`config.mk`:
```
export PLATFORM = sky130hd
export DESIGN_NAME = sync_tx_message_framing
export DESIGN_NICKNAME = d
export VERILOG_FILES = /design/src/verilog/framer_pkg.sv /design/src/verilog/sync_tx_message_framing.sv
export SDC_FILE = /design/constraint.sdc
export NUM_CORES = 1
export LEC_CHECK = 0
export BUFFER_PORTS_ARGS = -buffer_cell sky130_fd_sc_hd__buf_2
export CORE_ASPECT_RATIO = 0.8
export CORE_MARGIN = 2
export CORE_UTILIZATION = 55
export DETAILED_ROUTE_END_ITERATION = 8
export PLACE_DENSITY = 0.78
export SYNTH_ARGS = -nofsm -noshare
export SYNTH_HDL_FRONTEND = slang
export SYNTH_SLANG_ARGS = --single-unit
```
`constraint.sdc`:
```
create_clock -name sys_clk -period 2.8 [get_ports sys_clk]
set_input_delay 0.42 -clock sys_clk [delete_from_list [all_inputs] [get_ports sys_clk]]
set_output_delay 0.42 -clock sys_clk [all_outputs]
set_load 0.01 [all_outputs]
```
`src/verilog/framer_pkg.sv`:
```
// ============================================================
// Shared constants and types for the message framer
package framer_pkg;
  // ============================================================
  // Timing
  localparam int CLK_NS = 10;
  localparam int BIT_NS = 1000;
  localparam int BIT_CYC = (BIT_NS + CLK_NS - 1) / CLK_NS;
  localparam logic [6:0] BIT_LAST = 7'(BIT_CYC - 1);
  // ============================================================
  // Register offsets (byte addresses)
  localparam logic [3:0] OFF_BUF = 4'h0;
  localparam logic [3:0] OFF_CTRL = 4'h4;
  localparam logic [3:0] OFF_STAT = 4'h8;
  // ============================================================
  // Field positions
  localparam int BUF_SOM_BIT = 8;
  localparam int BUF_EOM_BIT = 9;
  localparam int CTRL_RUN_BIT = 0;
  localparam int CTRL_CHAR_BIT = 1;
  localparam int STAT_ACT_BIT = 0;
  localparam int STAT_DONE_BIT = 1;
  localparam int STAT_UNDR_BIT = 2;
  localparam int STAT_FULL_BIT = 3;
  // ============================================================
  // Reset values and codes
  localparam logic [7:0] BUF_RESET = 8'h00;
  localparam logic [7:0] FLAG_CHAR = 8'h7E;
  localparam logic [7:0] FILL_CHAR = 8'hFF;
  localparam logic [15:0] POLY_CHAR = 16'hA001;
  localparam logic [15:0] POLY_BIT = 16'h8408;
  localparam logic [15:0] CRC_ZEROS = 16'h0000;
  localparam logic [15:0] CRC_ONES = 16'hFFFF;
  localparam logic [3:0] CHAR_LAST = 4'h7;
  localparam logic [3:0] CHECK_LAST = 4'hF;
  localparam logic [1:0] RESP_OKAY = 2'h0;
  localparam logic [1:0] RESP_SLVERR = 2'h2;

  typedef enum logic [4:0] {
    ST_IDLE = 5'b00001,
    ST_PRE = 5'b00010,
    ST_DATA = 5'b00100,
    ST_CHECK = 5'b01000,
    ST_FLAGS = 5'b10000
  } tx_state_t;

  typedef struct packed {
    logic char_mode;
    logic run;
  } ctrl_t;

  // One serial step of the reflected CRC
  function automatic logic [15:0] crc_step(input logic [15:0] crc,
                                           input logic din,
                                           input logic char_mode);
    logic fb;
    fb = crc[0] ^ din;
    crc_step = {1'b0, crc[15:1]} ^
               (fb ? (char_mode ? POLY_CHAR : POLY_BIT) : CRC_ZEROS);
  endfunction : crc_step

  // Preset value depends on the protocol
  function automatic logic [15:0] crc_preset(input logic char_mode);
    crc_preset = char_mode ? CRC_ZEROS : CRC_ONES;
  endfunction : crc_preset
endpackage : framer_pkg

```
`src/verilog/sync_tx_message_framing.sv`:
```
// How it works
// - End request finishes the message, manner set by protocol and run bit.
// - Character protocol always goes idle after the check word.
// - Bit protocol goes idle or idles flags after the check word.
// - Flags repeat until end request clears and new data arrives.
// - Check register holds all zeros or all ones after check word.
// - End request is read/write and cleared by reset.
// - Start request begins a message only while transmitter idle.
// - Start request re-initialises the check register.
// - Re-init and first bit out within two bit times.
// - Character mode repeats the sync byte while start stays set.
// - Preamble characters are kept out of the check register.
// - Clearing start finishes the current sync, then data follows.
// - Every data character feeds the check register.
// - Bit mode sends flags while start set, data after current flag.
// - Setting start clears the underrun flag.
// - Character-done raised after each flag or sync with start set.
// - Data is eight-bit characters, bit 0 least significant.
//
// The AXI4-Lite slave port and the placing of the registers were chosen for this implementation.
`timescale 1ns/10ps
module sync_tx_message_framing (
  // Clock and reset
  input wire logic sys_clk,
  input wire logic rst_n,
  // AXI4-Lite write address and data
  input wire logic [3:0] s_axi_awaddr,
  input wire logic s_axi_awvalid,
  output logic s_axi_awready,
  input wire logic [31:0] s_axi_wdata,
  input wire logic [3:0] s_axi_wstrb,
  input wire logic s_axi_wvalid,
  output logic s_axi_wready,
  // AXI4-Lite write response
  output logic [1:0] s_axi_bresp,
  output logic s_axi_bvalid,
  input wire logic s_axi_bready,
  // AXI4-Lite read
  input wire logic [3:0] s_axi_araddr,
  input wire logic s_axi_arvalid,
  output logic s_axi_arready,
  output logic [31:0] s_axi_rdata,
  output logic [1:0] s_axi_rresp,
  output logic s_axi_rvalid,
  input wire logic s_axi_rready,
  // Serial line
  output logic tx_serial_out,
  output logic tx_active
);
  import framer_pkg::*;

  // ============================================================
  // State
  logic aw_got_r, aw_got_nxt, w_got_r, w_got_nxt;
  logic [3:0] awaddr_r, awaddr_nxt;
  logic [15:0] wdata_r, wdata_nxt;
  logic [1:0] wstrb_r, wstrb_nxt;
  logic awready_r, awready_nxt, wready_r, wready_nxt;
  logic bvalid_r, bvalid_nxt, arready_r, arready_nxt;
  logic rvalid_r, rvalid_nxt;
  logic [1:0] bresp_r, bresp_nxt, rresp_r, rresp_nxt;
  logic [31:0] rdata_r, rdata_nxt;
  tx_state_t state_r, state_nxt;
  ctrl_t ctrl_r, ctrl_nxt;
  logic [15:0] shift_r, shift_nxt, crc_r, crc_nxt;
  logic [3:0] cnt_r, cnt_nxt;
  logic [6:0] div_r, div_nxt;
  logic [7:0] buf_r, buf_nxt;
  logic full_r, full_nxt, som_r, som_nxt, eom_r, eom_nxt;
  logic done_r, done_nxt, undr_r, undr_nxt;
  logic start_r, start_nxt, feed_r, feed_nxt;
  logic line_r, line_nxt, active_r;
  logic tick, wr_do, char_end, buf_wr;
  logic [15:0] crc_upd;

  assign tick = (div_r == BIT_LAST);
  assign wr_do = aw_got_r && w_got_r && !bvalid_r;
  // Byte landing as the old one is taken keeps the buffer full
  assign buf_wr = wr_do && awaddr_r == OFF_BUF && wstrb_r[0];
  assign char_end = tick && (state_r != ST_IDLE) &&
                    (cnt_r == ((state_r == ST_CHECK) ? CHECK_LAST
                                                    : CHAR_LAST));
  assign crc_upd = crc_step(crc_r, shift_r[0], ctrl_r.char_mode);

  // ============================================================
  // Bus slave: capture address and data in either order
  always_comb begin
    aw_got_nxt = aw_got_r;
    awaddr_nxt = awaddr_r;
    w_got_nxt = w_got_r;
    wdata_nxt = wdata_r;
    wstrb_nxt = wstrb_r;
    bvalid_nxt = bvalid_r;
    bresp_nxt = bresp_r;
    rvalid_nxt = rvalid_r;
    rresp_nxt = rresp_r;
    rdata_nxt = rdata_r;
    if (s_axi_awvalid && awready_r) begin
      aw_got_nxt = 1'b1;
      awaddr_nxt = s_axi_awaddr;
    end
    if (s_axi_wvalid && wready_r) begin
      w_got_nxt = 1'b1;
      wdata_nxt = s_axi_wdata[15:0];
      wstrb_nxt = s_axi_wstrb[1:0];
    end
    // Response only after both halves are in
    if (wr_do) begin
      aw_got_nxt = 1'b0;
      w_got_nxt = 1'b0;
      bvalid_nxt = 1'b1;
      bresp_nxt = (awaddr_r == OFF_BUF || awaddr_r == OFF_CTRL ||
                   awaddr_r == OFF_STAT) ? RESP_OKAY : RESP_SLVERR;
    end else if (bvalid_r && s_axi_bready) begin
      bvalid_nxt = 1'b0;
    end
    if (rvalid_r && s_axi_rready) begin
      rvalid_nxt = 1'b0;
    end
    // Read data sampled at the address handshake
    if (s_axi_arvalid && arready_r) begin
      rvalid_nxt = 1'b1;
      rresp_nxt = RESP_OKAY;
      rdata_nxt = 32'h0000_0000;
      unique case (s_axi_araddr)
        OFF_BUF: begin
          rdata_nxt[7:0] = buf_r;
          rdata_nxt[BUF_SOM_BIT] = som_r;
          rdata_nxt[BUF_EOM_BIT] = eom_r;
        end
        OFF_CTRL: begin
          rdata_nxt[CTRL_RUN_BIT] = ctrl_r.run;
          rdata_nxt[CTRL_CHAR_BIT] = ctrl_r.char_mode;
        end
        OFF_STAT: begin
          rdata_nxt[STAT_ACT_BIT] = active_r;
          rdata_nxt[STAT_DONE_BIT] = done_r;
          rdata_nxt[STAT_UNDR_BIT] = undr_r;
          rdata_nxt[STAT_FULL_BIT] = full_r;
        end
        default: rresp_nxt = RESP_SLVERR;
      endcase
    end
    // One write and one read in flight at most
    awready_nxt = !aw_got_nxt && !bvalid_nxt;
    wready_nxt = !w_got_nxt && !bvalid_nxt;
    arready_nxt = !rvalid_nxt;
  end

  // ============================================================
  // Framer: register effects and character sequencing
  always_comb begin
    state_nxt = state_r;
    ctrl_nxt = ctrl_r;
    shift_nxt = shift_r;
    crc_nxt = crc_r;
    cnt_nxt = cnt_r;
    div_nxt = tick ? 7'h00 : 7'(div_r + 7'h01);
    buf_nxt = buf_r;
    full_nxt = full_r;
    som_nxt = som_r;
    eom_nxt = eom_r;
    done_nxt = done_r;
    undr_nxt = undr_r;
    start_nxt = start_r;
    feed_nxt = feed_r;
    line_nxt = line_r;
    // Register writes; hardware sets below override the clears
    if (wr_do && awaddr_r == OFF_BUF) begin
      if (wstrb_r[0]) begin
        buf_nxt = wdata_r[7:0];
        full_nxt = 1'b1;
        done_nxt = 1'b0;
      end
      if (wstrb_r[1]) begin
        eom_nxt = wdata_r[BUF_EOM_BIT];
        som_nxt = wdata_r[BUF_SOM_BIT];
        if (wdata_r[BUF_SOM_BIT] && !som_r && state_r == ST_IDLE) begin
          start_nxt = 1'b1;
          crc_nxt = crc_preset(ctrl_r.char_mode);
          undr_nxt = 1'b0;
        end
      end
    end
    if (wr_do && awaddr_r == OFF_CTRL && wstrb_r[0]) begin
      ctrl_nxt.run = wdata_r[CTRL_RUN_BIT];
      ctrl_nxt.char_mode = wdata_r[CTRL_CHAR_BIT];
    end
    // Bit time: one bit leaves, maybe a new character loads
    if (tick) begin
      if (state_r == ST_IDLE) begin
        line_nxt = 1'b1;
        // first bit at the next tick
        if (start_r) begin
          start_nxt = 1'b0;
          state_nxt = ST_PRE;
          cnt_nxt = 4'h0;
          shift_nxt = {8'h00, ctrl_r.char_mode ? buf_r : FLAG_CHAR};
          full_nxt = buf_wr;
        end
      end else begin
        line_nxt = shift_r[0];
        shift_nxt = {1'b0, shift_r[15:1]};
        cnt_nxt = 4'(cnt_r + 4'h1);
        if (state_r == ST_DATA && feed_r) begin
          crc_nxt = crc_upd;
        end
        // fill check register while sending it
        if (state_r == ST_CHECK) begin
          crc_nxt = {!ctrl_r.char_mode, crc_r[15:1]};
        end
      end
    end
    if (char_end) begin
      cnt_nxt = 4'h0;
      unique case (state_r)
        ST_PRE, ST_DATA: begin
          if (state_r == ST_PRE && som_r) begin
            shift_nxt = {8'h00, ctrl_r.char_mode ? buf_r : FLAG_CHAR};
            done_nxt = 1'b1;
          end else if (full_r) begin
            state_nxt = ST_DATA;
            shift_nxt = {8'h00, buf_r};
            full_nxt = buf_wr;
            done_nxt = 1'b1;
            feed_nxt = 1'b1;
          end else if (eom_r) begin
            state_nxt = ST_CHECK;
            shift_nxt = ctrl_r.char_mode ? crc_r : ~crc_r;
            if (state_r == ST_DATA && feed_r) begin
              shift_nxt = ctrl_r.char_mode ? crc_upd : ~crc_upd;
              crc_nxt = crc_upd;
            end
          end else begin
            // Starved: pad character kept out of the check
            state_nxt = ST_DATA;
            shift_nxt = {8'h00, FILL_CHAR};
            undr_nxt = 1'b1;
            feed_nxt = 1'b0;
          end
        end
        ST_CHECK: begin
          if (ctrl_r.char_mode || !ctrl_r.run) begin
            state_nxt = ST_IDLE;
          end else begin
            state_nxt = ST_FLAGS;
            shift_nxt = {8'h00, FLAG_CHAR};
          end
        end
        ST_FLAGS: begin
          // flags until new data and end cleared
          if (!eom_r && full_r) begin
            state_nxt = ST_DATA;
            shift_nxt = {8'h00, buf_r};
            crc_nxt = crc_preset(ctrl_r.char_mode);
            full_nxt = buf_wr;
            done_nxt = 1'b1;
            feed_nxt = 1'b1;
          end else begin
            shift_nxt = {8'h00, FLAG_CHAR};
          end
        end
        default: state_nxt = ST_IDLE;
      endcase
    end
  end

  // ============================================================
  // Registers; synchronous reset clears everything, sets the line high and the state to idle
  always_ff @(posedge sys_clk) begin
    if (!rst_n) begin
      aw_got_r <= 1'b0;
      awaddr_r <= 4'h0;
      w_got_r <= 1'b0;
      wdata_r <= 16'h0000;
      wstrb_r <= 2'h0;
      awready_r <= 1'b0;
      wready_r <= 1'b0;
      bvalid_r <= 1'b0;
      bresp_r <= RESP_OKAY;
      arready_r <= 1'b0;
      rvalid_r <= 1'b0;
      rresp_r <= RESP_OKAY;
      rdata_r <= 32'h0000_0000;
      state_r <= ST_IDLE;
      ctrl_r <= '0;
      shift_r <= 16'h0000;
      crc_r <= CRC_ZEROS;
      cnt_r <= 4'h0;
      div_r <= 7'h00;
      buf_r <= BUF_RESET;
      full_r <= 1'b0;
      som_r <= 1'b0;
      eom_r <= 1'b0;
      done_r <= 1'b0;
      undr_r <= 1'b0;
      start_r <= 1'b0;
      feed_r <= 1'b0;
      line_r <= 1'b1;
      active_r <= 1'b0;
    end else begin
      aw_got_r <= aw_got_nxt;
      awaddr_r <= awaddr_nxt;
      w_got_r <= w_got_nxt;
      wdata_r <= wdata_nxt;
      wstrb_r <= wstrb_nxt;
      awready_r <= awready_nxt;
      wready_r <= wready_nxt;
      bvalid_r <= bvalid_nxt;
      bresp_r <= bresp_nxt;
      arready_r <= arready_nxt;
      rvalid_r <= rvalid_nxt;
      rresp_r <= rresp_nxt;
      rdata_r <= rdata_nxt;
      state_r <= state_nxt;
      ctrl_r <= ctrl_nxt;
      shift_r <= shift_nxt;
      crc_r <= crc_nxt;
      cnt_r <= cnt_nxt;
      div_r <= div_nxt;
      buf_r <= buf_nxt;
      full_r <= full_nxt;
      som_r <= som_nxt;
      eom_r <= eom_nxt;
      done_r <= done_nxt;
      undr_r <= undr_nxt;
      start_r <= start_nxt;
      feed_r <= feed_nxt;
      line_r <= line_nxt;
      active_r <= (state_nxt != ST_IDLE);
    end
  end

  assign s_axi_awready = awready_r;
  assign s_axi_wready = wready_r;
  assign s_axi_bvalid = bvalid_r;
  assign s_axi_bresp = bresp_r;
  assign s_axi_arready = arready_r;
  assign s_axi_rvalid = rvalid_r;
  assign s_axi_rresp = rresp_r;
  assign s_axi_rdata = rdata_r;
  assign tx_serial_out = line_r;
  assign tx_active = active_r;

  // ============================================================
  // Checks
  localparam int START_MAX = 2 * BIT_CYC;
  logic check_end;
  assign check_end = char_end && state_r == ST_CHECK;

  property p_eom_rw;
    @(posedge sys_clk) disable iff (!rst_n)
      (wr_do && awaddr_r == OFF_BUF && wstrb_r[1])
        |=> (eom_r == $past(wdata_r[BUF_EOM_BIT]));
  endproperty
  a_eom_rw: assert property (p_eom_rw)
    else $error("end request not stored");
  property p_start_idle;
    @(posedge sys_clk) disable iff (!rst_n)
      $rose(start_r) |-> $past(state_r == ST_IDLE);
  endproperty
  a_start_idle: assert property (p_start_idle)
    else $error("start taken while active");
  property p_crc_init;
    @(posedge sys_clk) disable iff (!rst_n)
      $rose(start_r) |-> (crc_r == crc_preset(ctrl_r.char_mode));
  endproperty
  a_crc_init: assert property (p_crc_init)
    else $error("check register not preset at start");
  property p_first_bit;
    @(posedge sys_clk) disable iff (!rst_n)
      $rose(start_r) |-> ##[1:START_MAX] (state_r == ST_PRE);
  endproperty
  a_first_bit: assert property (p_first_bit)
    else $error("first bit late");
  property p_char_idle;
    @(posedge sys_clk) disable iff (!rst_n)
      (check_end && ctrl_r.char_mode) |=> (state_r == ST_IDLE);
  endproperty
  a_char_idle: assert property (p_char_idle)
    else $error("character mode did not idle");
  property p_flag_idle;
    @(posedge sys_clk) disable iff (!rst_n)
      (check_end && !ctrl_r.char_mode && ctrl_r.run)
        |=> (state_r == ST_FLAGS && shift_r[7:0] == FLAG_CHAR);
  endproperty
  a_flag_idle: assert property (p_flag_idle)
    else $error("flag idling not entered");
  property p_crc_end;
    @(posedge sys_clk) disable iff (!rst_n)
      check_end |=> (crc_r == CRC_ZEROS || crc_r == CRC_ONES);
  endproperty
  a_crc_end: assert property (p_crc_end)
    else $error("check register not flat after check word");
  property p_pre_excluded;
    @(posedge sys_clk) disable iff (!rst_n)
      (state_r == ST_PRE && !char_end) |=> $stable(crc_r);
  endproperty
  a_pre_excluded: assert property (p_pre_excluded)
    else $error("preamble changed check register");
  property p_undr_clear;
    @(posedge sys_clk) disable iff (!rst_n)
      $rose(start_r) |-> !undr_r;
  endproperty
  a_undr_clear: assert property (p_undr_clear)
    else $error("underrun not cleared by start");
  property p_active;
    @(posedge sys_clk) disable iff (!rst_n)
      (check_end && (ctrl_r.char_mode || !ctrl_r.run)) |=> !tx_active;
  endproperty
  a_active: assert property (p_active)
    else $error("active flag still high after going idle");

  c_start: cover property (@(posedge sys_clk) $rose(start_r));
  c_flags: cover property (@(posedge sys_clk) $rose(state_r == ST_FLAGS));
  c_done_idle: cover property (@(posedge sys_clk)
    check_end ##1 state_r == ST_IDLE);
endmodule : sync_tx_message_framing

```
==> impl_metrics.env <==
export IMPL_port_buffers=45
export IMPL_antenna_found_initial=0
export IMPL_initial_core_util=0.5623
export IMPL_via_count=6143
export IMPL_die_y_um=98.01
export IMPL_ys_seq_area_frac=0.3361
export IMPL_place_gp_congestion=0.9001
export IMPL_cp_endpoint="shift_r[7]"
export IMPL_ant_nets=0
export IMPL_hold_viol_final=0
export IMPL_dpl_cell_count=953
export IMPL_worstPathArrival_ns=2.95
export IMPL_cts_resized_gates=0
export IMPL_cap_violations=0
export IMPL_r2r_end="shift_r[7]"
export IMPL_cts_buffers=9
export IMPL_irDropWorstVdd_mv=0.3315
export IMPL_rrSetupSlack_ns=0.13
export IMPL_std_cell_rows=34
export IMPL_finalSetupTns_ns=0
export IMPL_ys_ff_latch=102
export IMPL_cts_tree="built"
export IMPL_power_mw=2.850
export IMPL_drt_pass1_iter_count=6
export IMPL_area_delta_synth_final_pct=9.843
export IMPL_netlist_area_sq_um=6076
export IMPL_grt_ovfl_total=0
export IMPL_rsz0062_at_grt="false"
export IMPL_crit_path_end_kind="register"
export IMPL_layout_nets=875
export IMPL_drc=0
export IMPL_clockBufferDepth=2
export IMPL_wl_met3_um=1581
export IMPL_root_buffer="clkbuf_16"
export IMPL_path_class="register to register"
export IMPL_async_flop_share=0
export IMPL_track_usage=0.2957
export IMPL_p_leak_nw=2.695
export IMPL_worst_setup_path_start_kind="register"
export IMPL_route_met2_wl_um=8065
export IMPL_cts_num_sinks=102
export IMPL_htreeDepth=3
export IMPL_routed_top_layer="met4"
export IMPL_grt_pass1_wl_um=28330
export IMPL_dieArea_sq_um=11910
export IMPL_ctsHoldBuffers=0
export IMPL_required_ns=3.08
export IMPL_layout_cells_non_filler=968
export IMPL_tightest_slew_ns=0.6941
export IMPL_clock_skew_ns=0.007204
export IMPL_r2r_cells=5
export IMPL_maxSlewHeadroom=0.5356
export IMPL_antenna_cells=0
export IMPL_min_period_ns=2.672
export IMPL_finalCritPeriodShare=0.9542
export IMPL_worstHoldPathType="primary input to register"
export IMPL_vias_per_cell=6.346
export IMPL_max_freq_ghz=0.3743
export IMPL_status="complete, no violations"
export IMPL_clock_latency_ns=0.35
export IMPL_cp_max_fo=12
export IMPL_core_sq_um=10810
export IMPL_post_cts_buffers=0
export IMPL_power_density_nw_per_um2=427.0
export IMPL_clk_pin_slew_ns=0.07
export IMPL_avgSynthCellArea_sq_um=7.740
export IMPL_ys_types=78
export IMPL_totalWireLength_um=17510
export IMPL_wl_met1_um=7492
export IMPL_grt_max_degree=56
export IMPL_drive_gt1_frac=0.1396
export IMPL_fill_cells=963
export IMPL_final_max_slew_viol_count=0
export IMPL_timing_rr_start="state_r[2]"
export IMPL_setup_violations=0
export IMPL_grt_pass1_vias=5801
export IMPL_regArea_sq_um=2043
export IMPL_chipWidth_um=121.5
export IMPL_synth_cells=785
export IMPL_ys_flop_type="dfxtp_1"
export IMPL_synth_edf_count=0
export IMPL_drt_first_iter_violations=731
export IMPL_multi_input_area_sq_um=3667
export IMPL_ioPinCount=94
export IMPL_crit_start="state_r[2]"
export IMPL_dpl_hpwl_um=12410
export IMPL_holdPathStages=3
export IMPL_synth_warnings=0
export IMPL_wl_per_cell_um=18.08
## routing by layer
metal / vias up / global-route usage
met1: 2908 / 0.4025
li1: 2855 / -
met5: - / 0
met2: 341 / 0.4749
met4: 0 / 0.09461
met3: 39 / 0.05549
## power by group
group | total, mW | internal (mW) | leakage, nW | switching, mW
logic | 0.131 | 0.0423 | 1.73 | 0.0883
clock network | 1.23 | 0.652 | 0.142 | 0.574
registers | 1.49 | 1.47 | 0.826 | 0.0194
total | 2.85 | 2.17 | 2.69 | 0.681
## sequential cells by signal (all words and copies together), names as in the netlist, 2 cells and up
register     cells
wstrb_r          2
ctrl_r           2
state_r          5
div_r            7
crc_r           16
cnt_r            4
s_axi_rdata     10
awaddr_r         4
shift_r         16
buf_r            8
wdata_r         10
## cell usage after synthesis, drive strengths merged, types with 18 or more instances
cell type	n	share of area
clkbuf	32	0.020
nor2	97	0.060
nand3	31	0.026
dfxtp	102	0.34
a22oi	18	0.022
a21o	20	0.025
o21ai	72	0.059
a21oi	74	0.062
mux2i	26	0.043
nor3	20	0.019
nand2	72	0.044
buf	45	0.050
## critical path, cell delays in order, from the launching register on
cell and delay, ns:
dfxtp_1 0.46, or4b_1 0.75, a221oi_2 0.41, and3_1 0.52, nand4_1 0.26, a21oi_1 0.20
## worst min-delay path by stage
stage	from	to	slack (ns)
after floorplan	div_r[0]	div_r[0]	0.43
after global routing	s_axi_wstrb[1]	wstrb_r[1]	0.32
after global placement	div_r[0]	div_r[0]	0.44
after CTS	s_axi_wstrb[0]	wstrb_r[0]	0.30
after detailed placement	div_r[0]	div_r[0]	0.45
final	s_axi_wstrb[0]	wstrb_r[0]	0.30
## through the flow
step / setup WS, ns / hold WS, ns / cell area [sq um] / utilization
5_1_grt: 0.02154 / 0.3182 / 6674 / 0.6176
2_1_floorplan: 0.5628 / 0.4302 / 6162 / -
6_report: 0.1282 / 0.3010 / 6674 / 0.6176
3_3_place_gp: 0.2943 / 0.4422 / 6389 / 0.5912
3_5_place_dp: 0.2493 / 0.4506 / 6389 / 0.5912
4_1_cts: 0.2046 / 0.3012 / 6673 / 0.6175
## final cells by class
cell class / instances / share of cell area
Tap cell: 144 / 0.02700
Sequential cell: 102 / 0.3061
Clock buffer: 11 / 0.03787
Timing Repair Buffer: 78 / 0.07087
Clock inverter: 4 / 0.004687
Inverter: 7 / 0.003937
Multi-Input combinational cell: 622 / 0.5495
## kinds of logic after synthesis
kind of cell | after synthesis | share of synthesized area
simple gates | 300 | 0.2471
compound gates | 248 | 0.2617
flops | 102 | 0.3361
buf+inv | 84 | 0.07454
mux | 26 | 0.04283
xor+xnor | 20 | 0.02883
fa+ha+maj | 4 | 0.008238
other cells | 1 | 0.0006172
## cell usage in the layout, fill, tap and decap left out, drive strengths merged, types with 11 or more instances in the layout
cell | synthesis | layout
dfxtp | 102 | 102
nor2 | 97 | 97
buf | 45 | 78
a21oi | 74 | 74
nand2 | 72 | 72
o21ai | 72 | 72
nand3 | 31 | 31
mux2i | 26 | 26
conb | 1 | 24
a21o | 20 | 20
nor3 | 20 | 20
a22oi | 18 | 18
a211oi | 15 | 15
xnor2 | 13 | 13
o2111ai | 11 | 11
clkbuf | 32 | 11
Power figures use the tool's default switching activity.
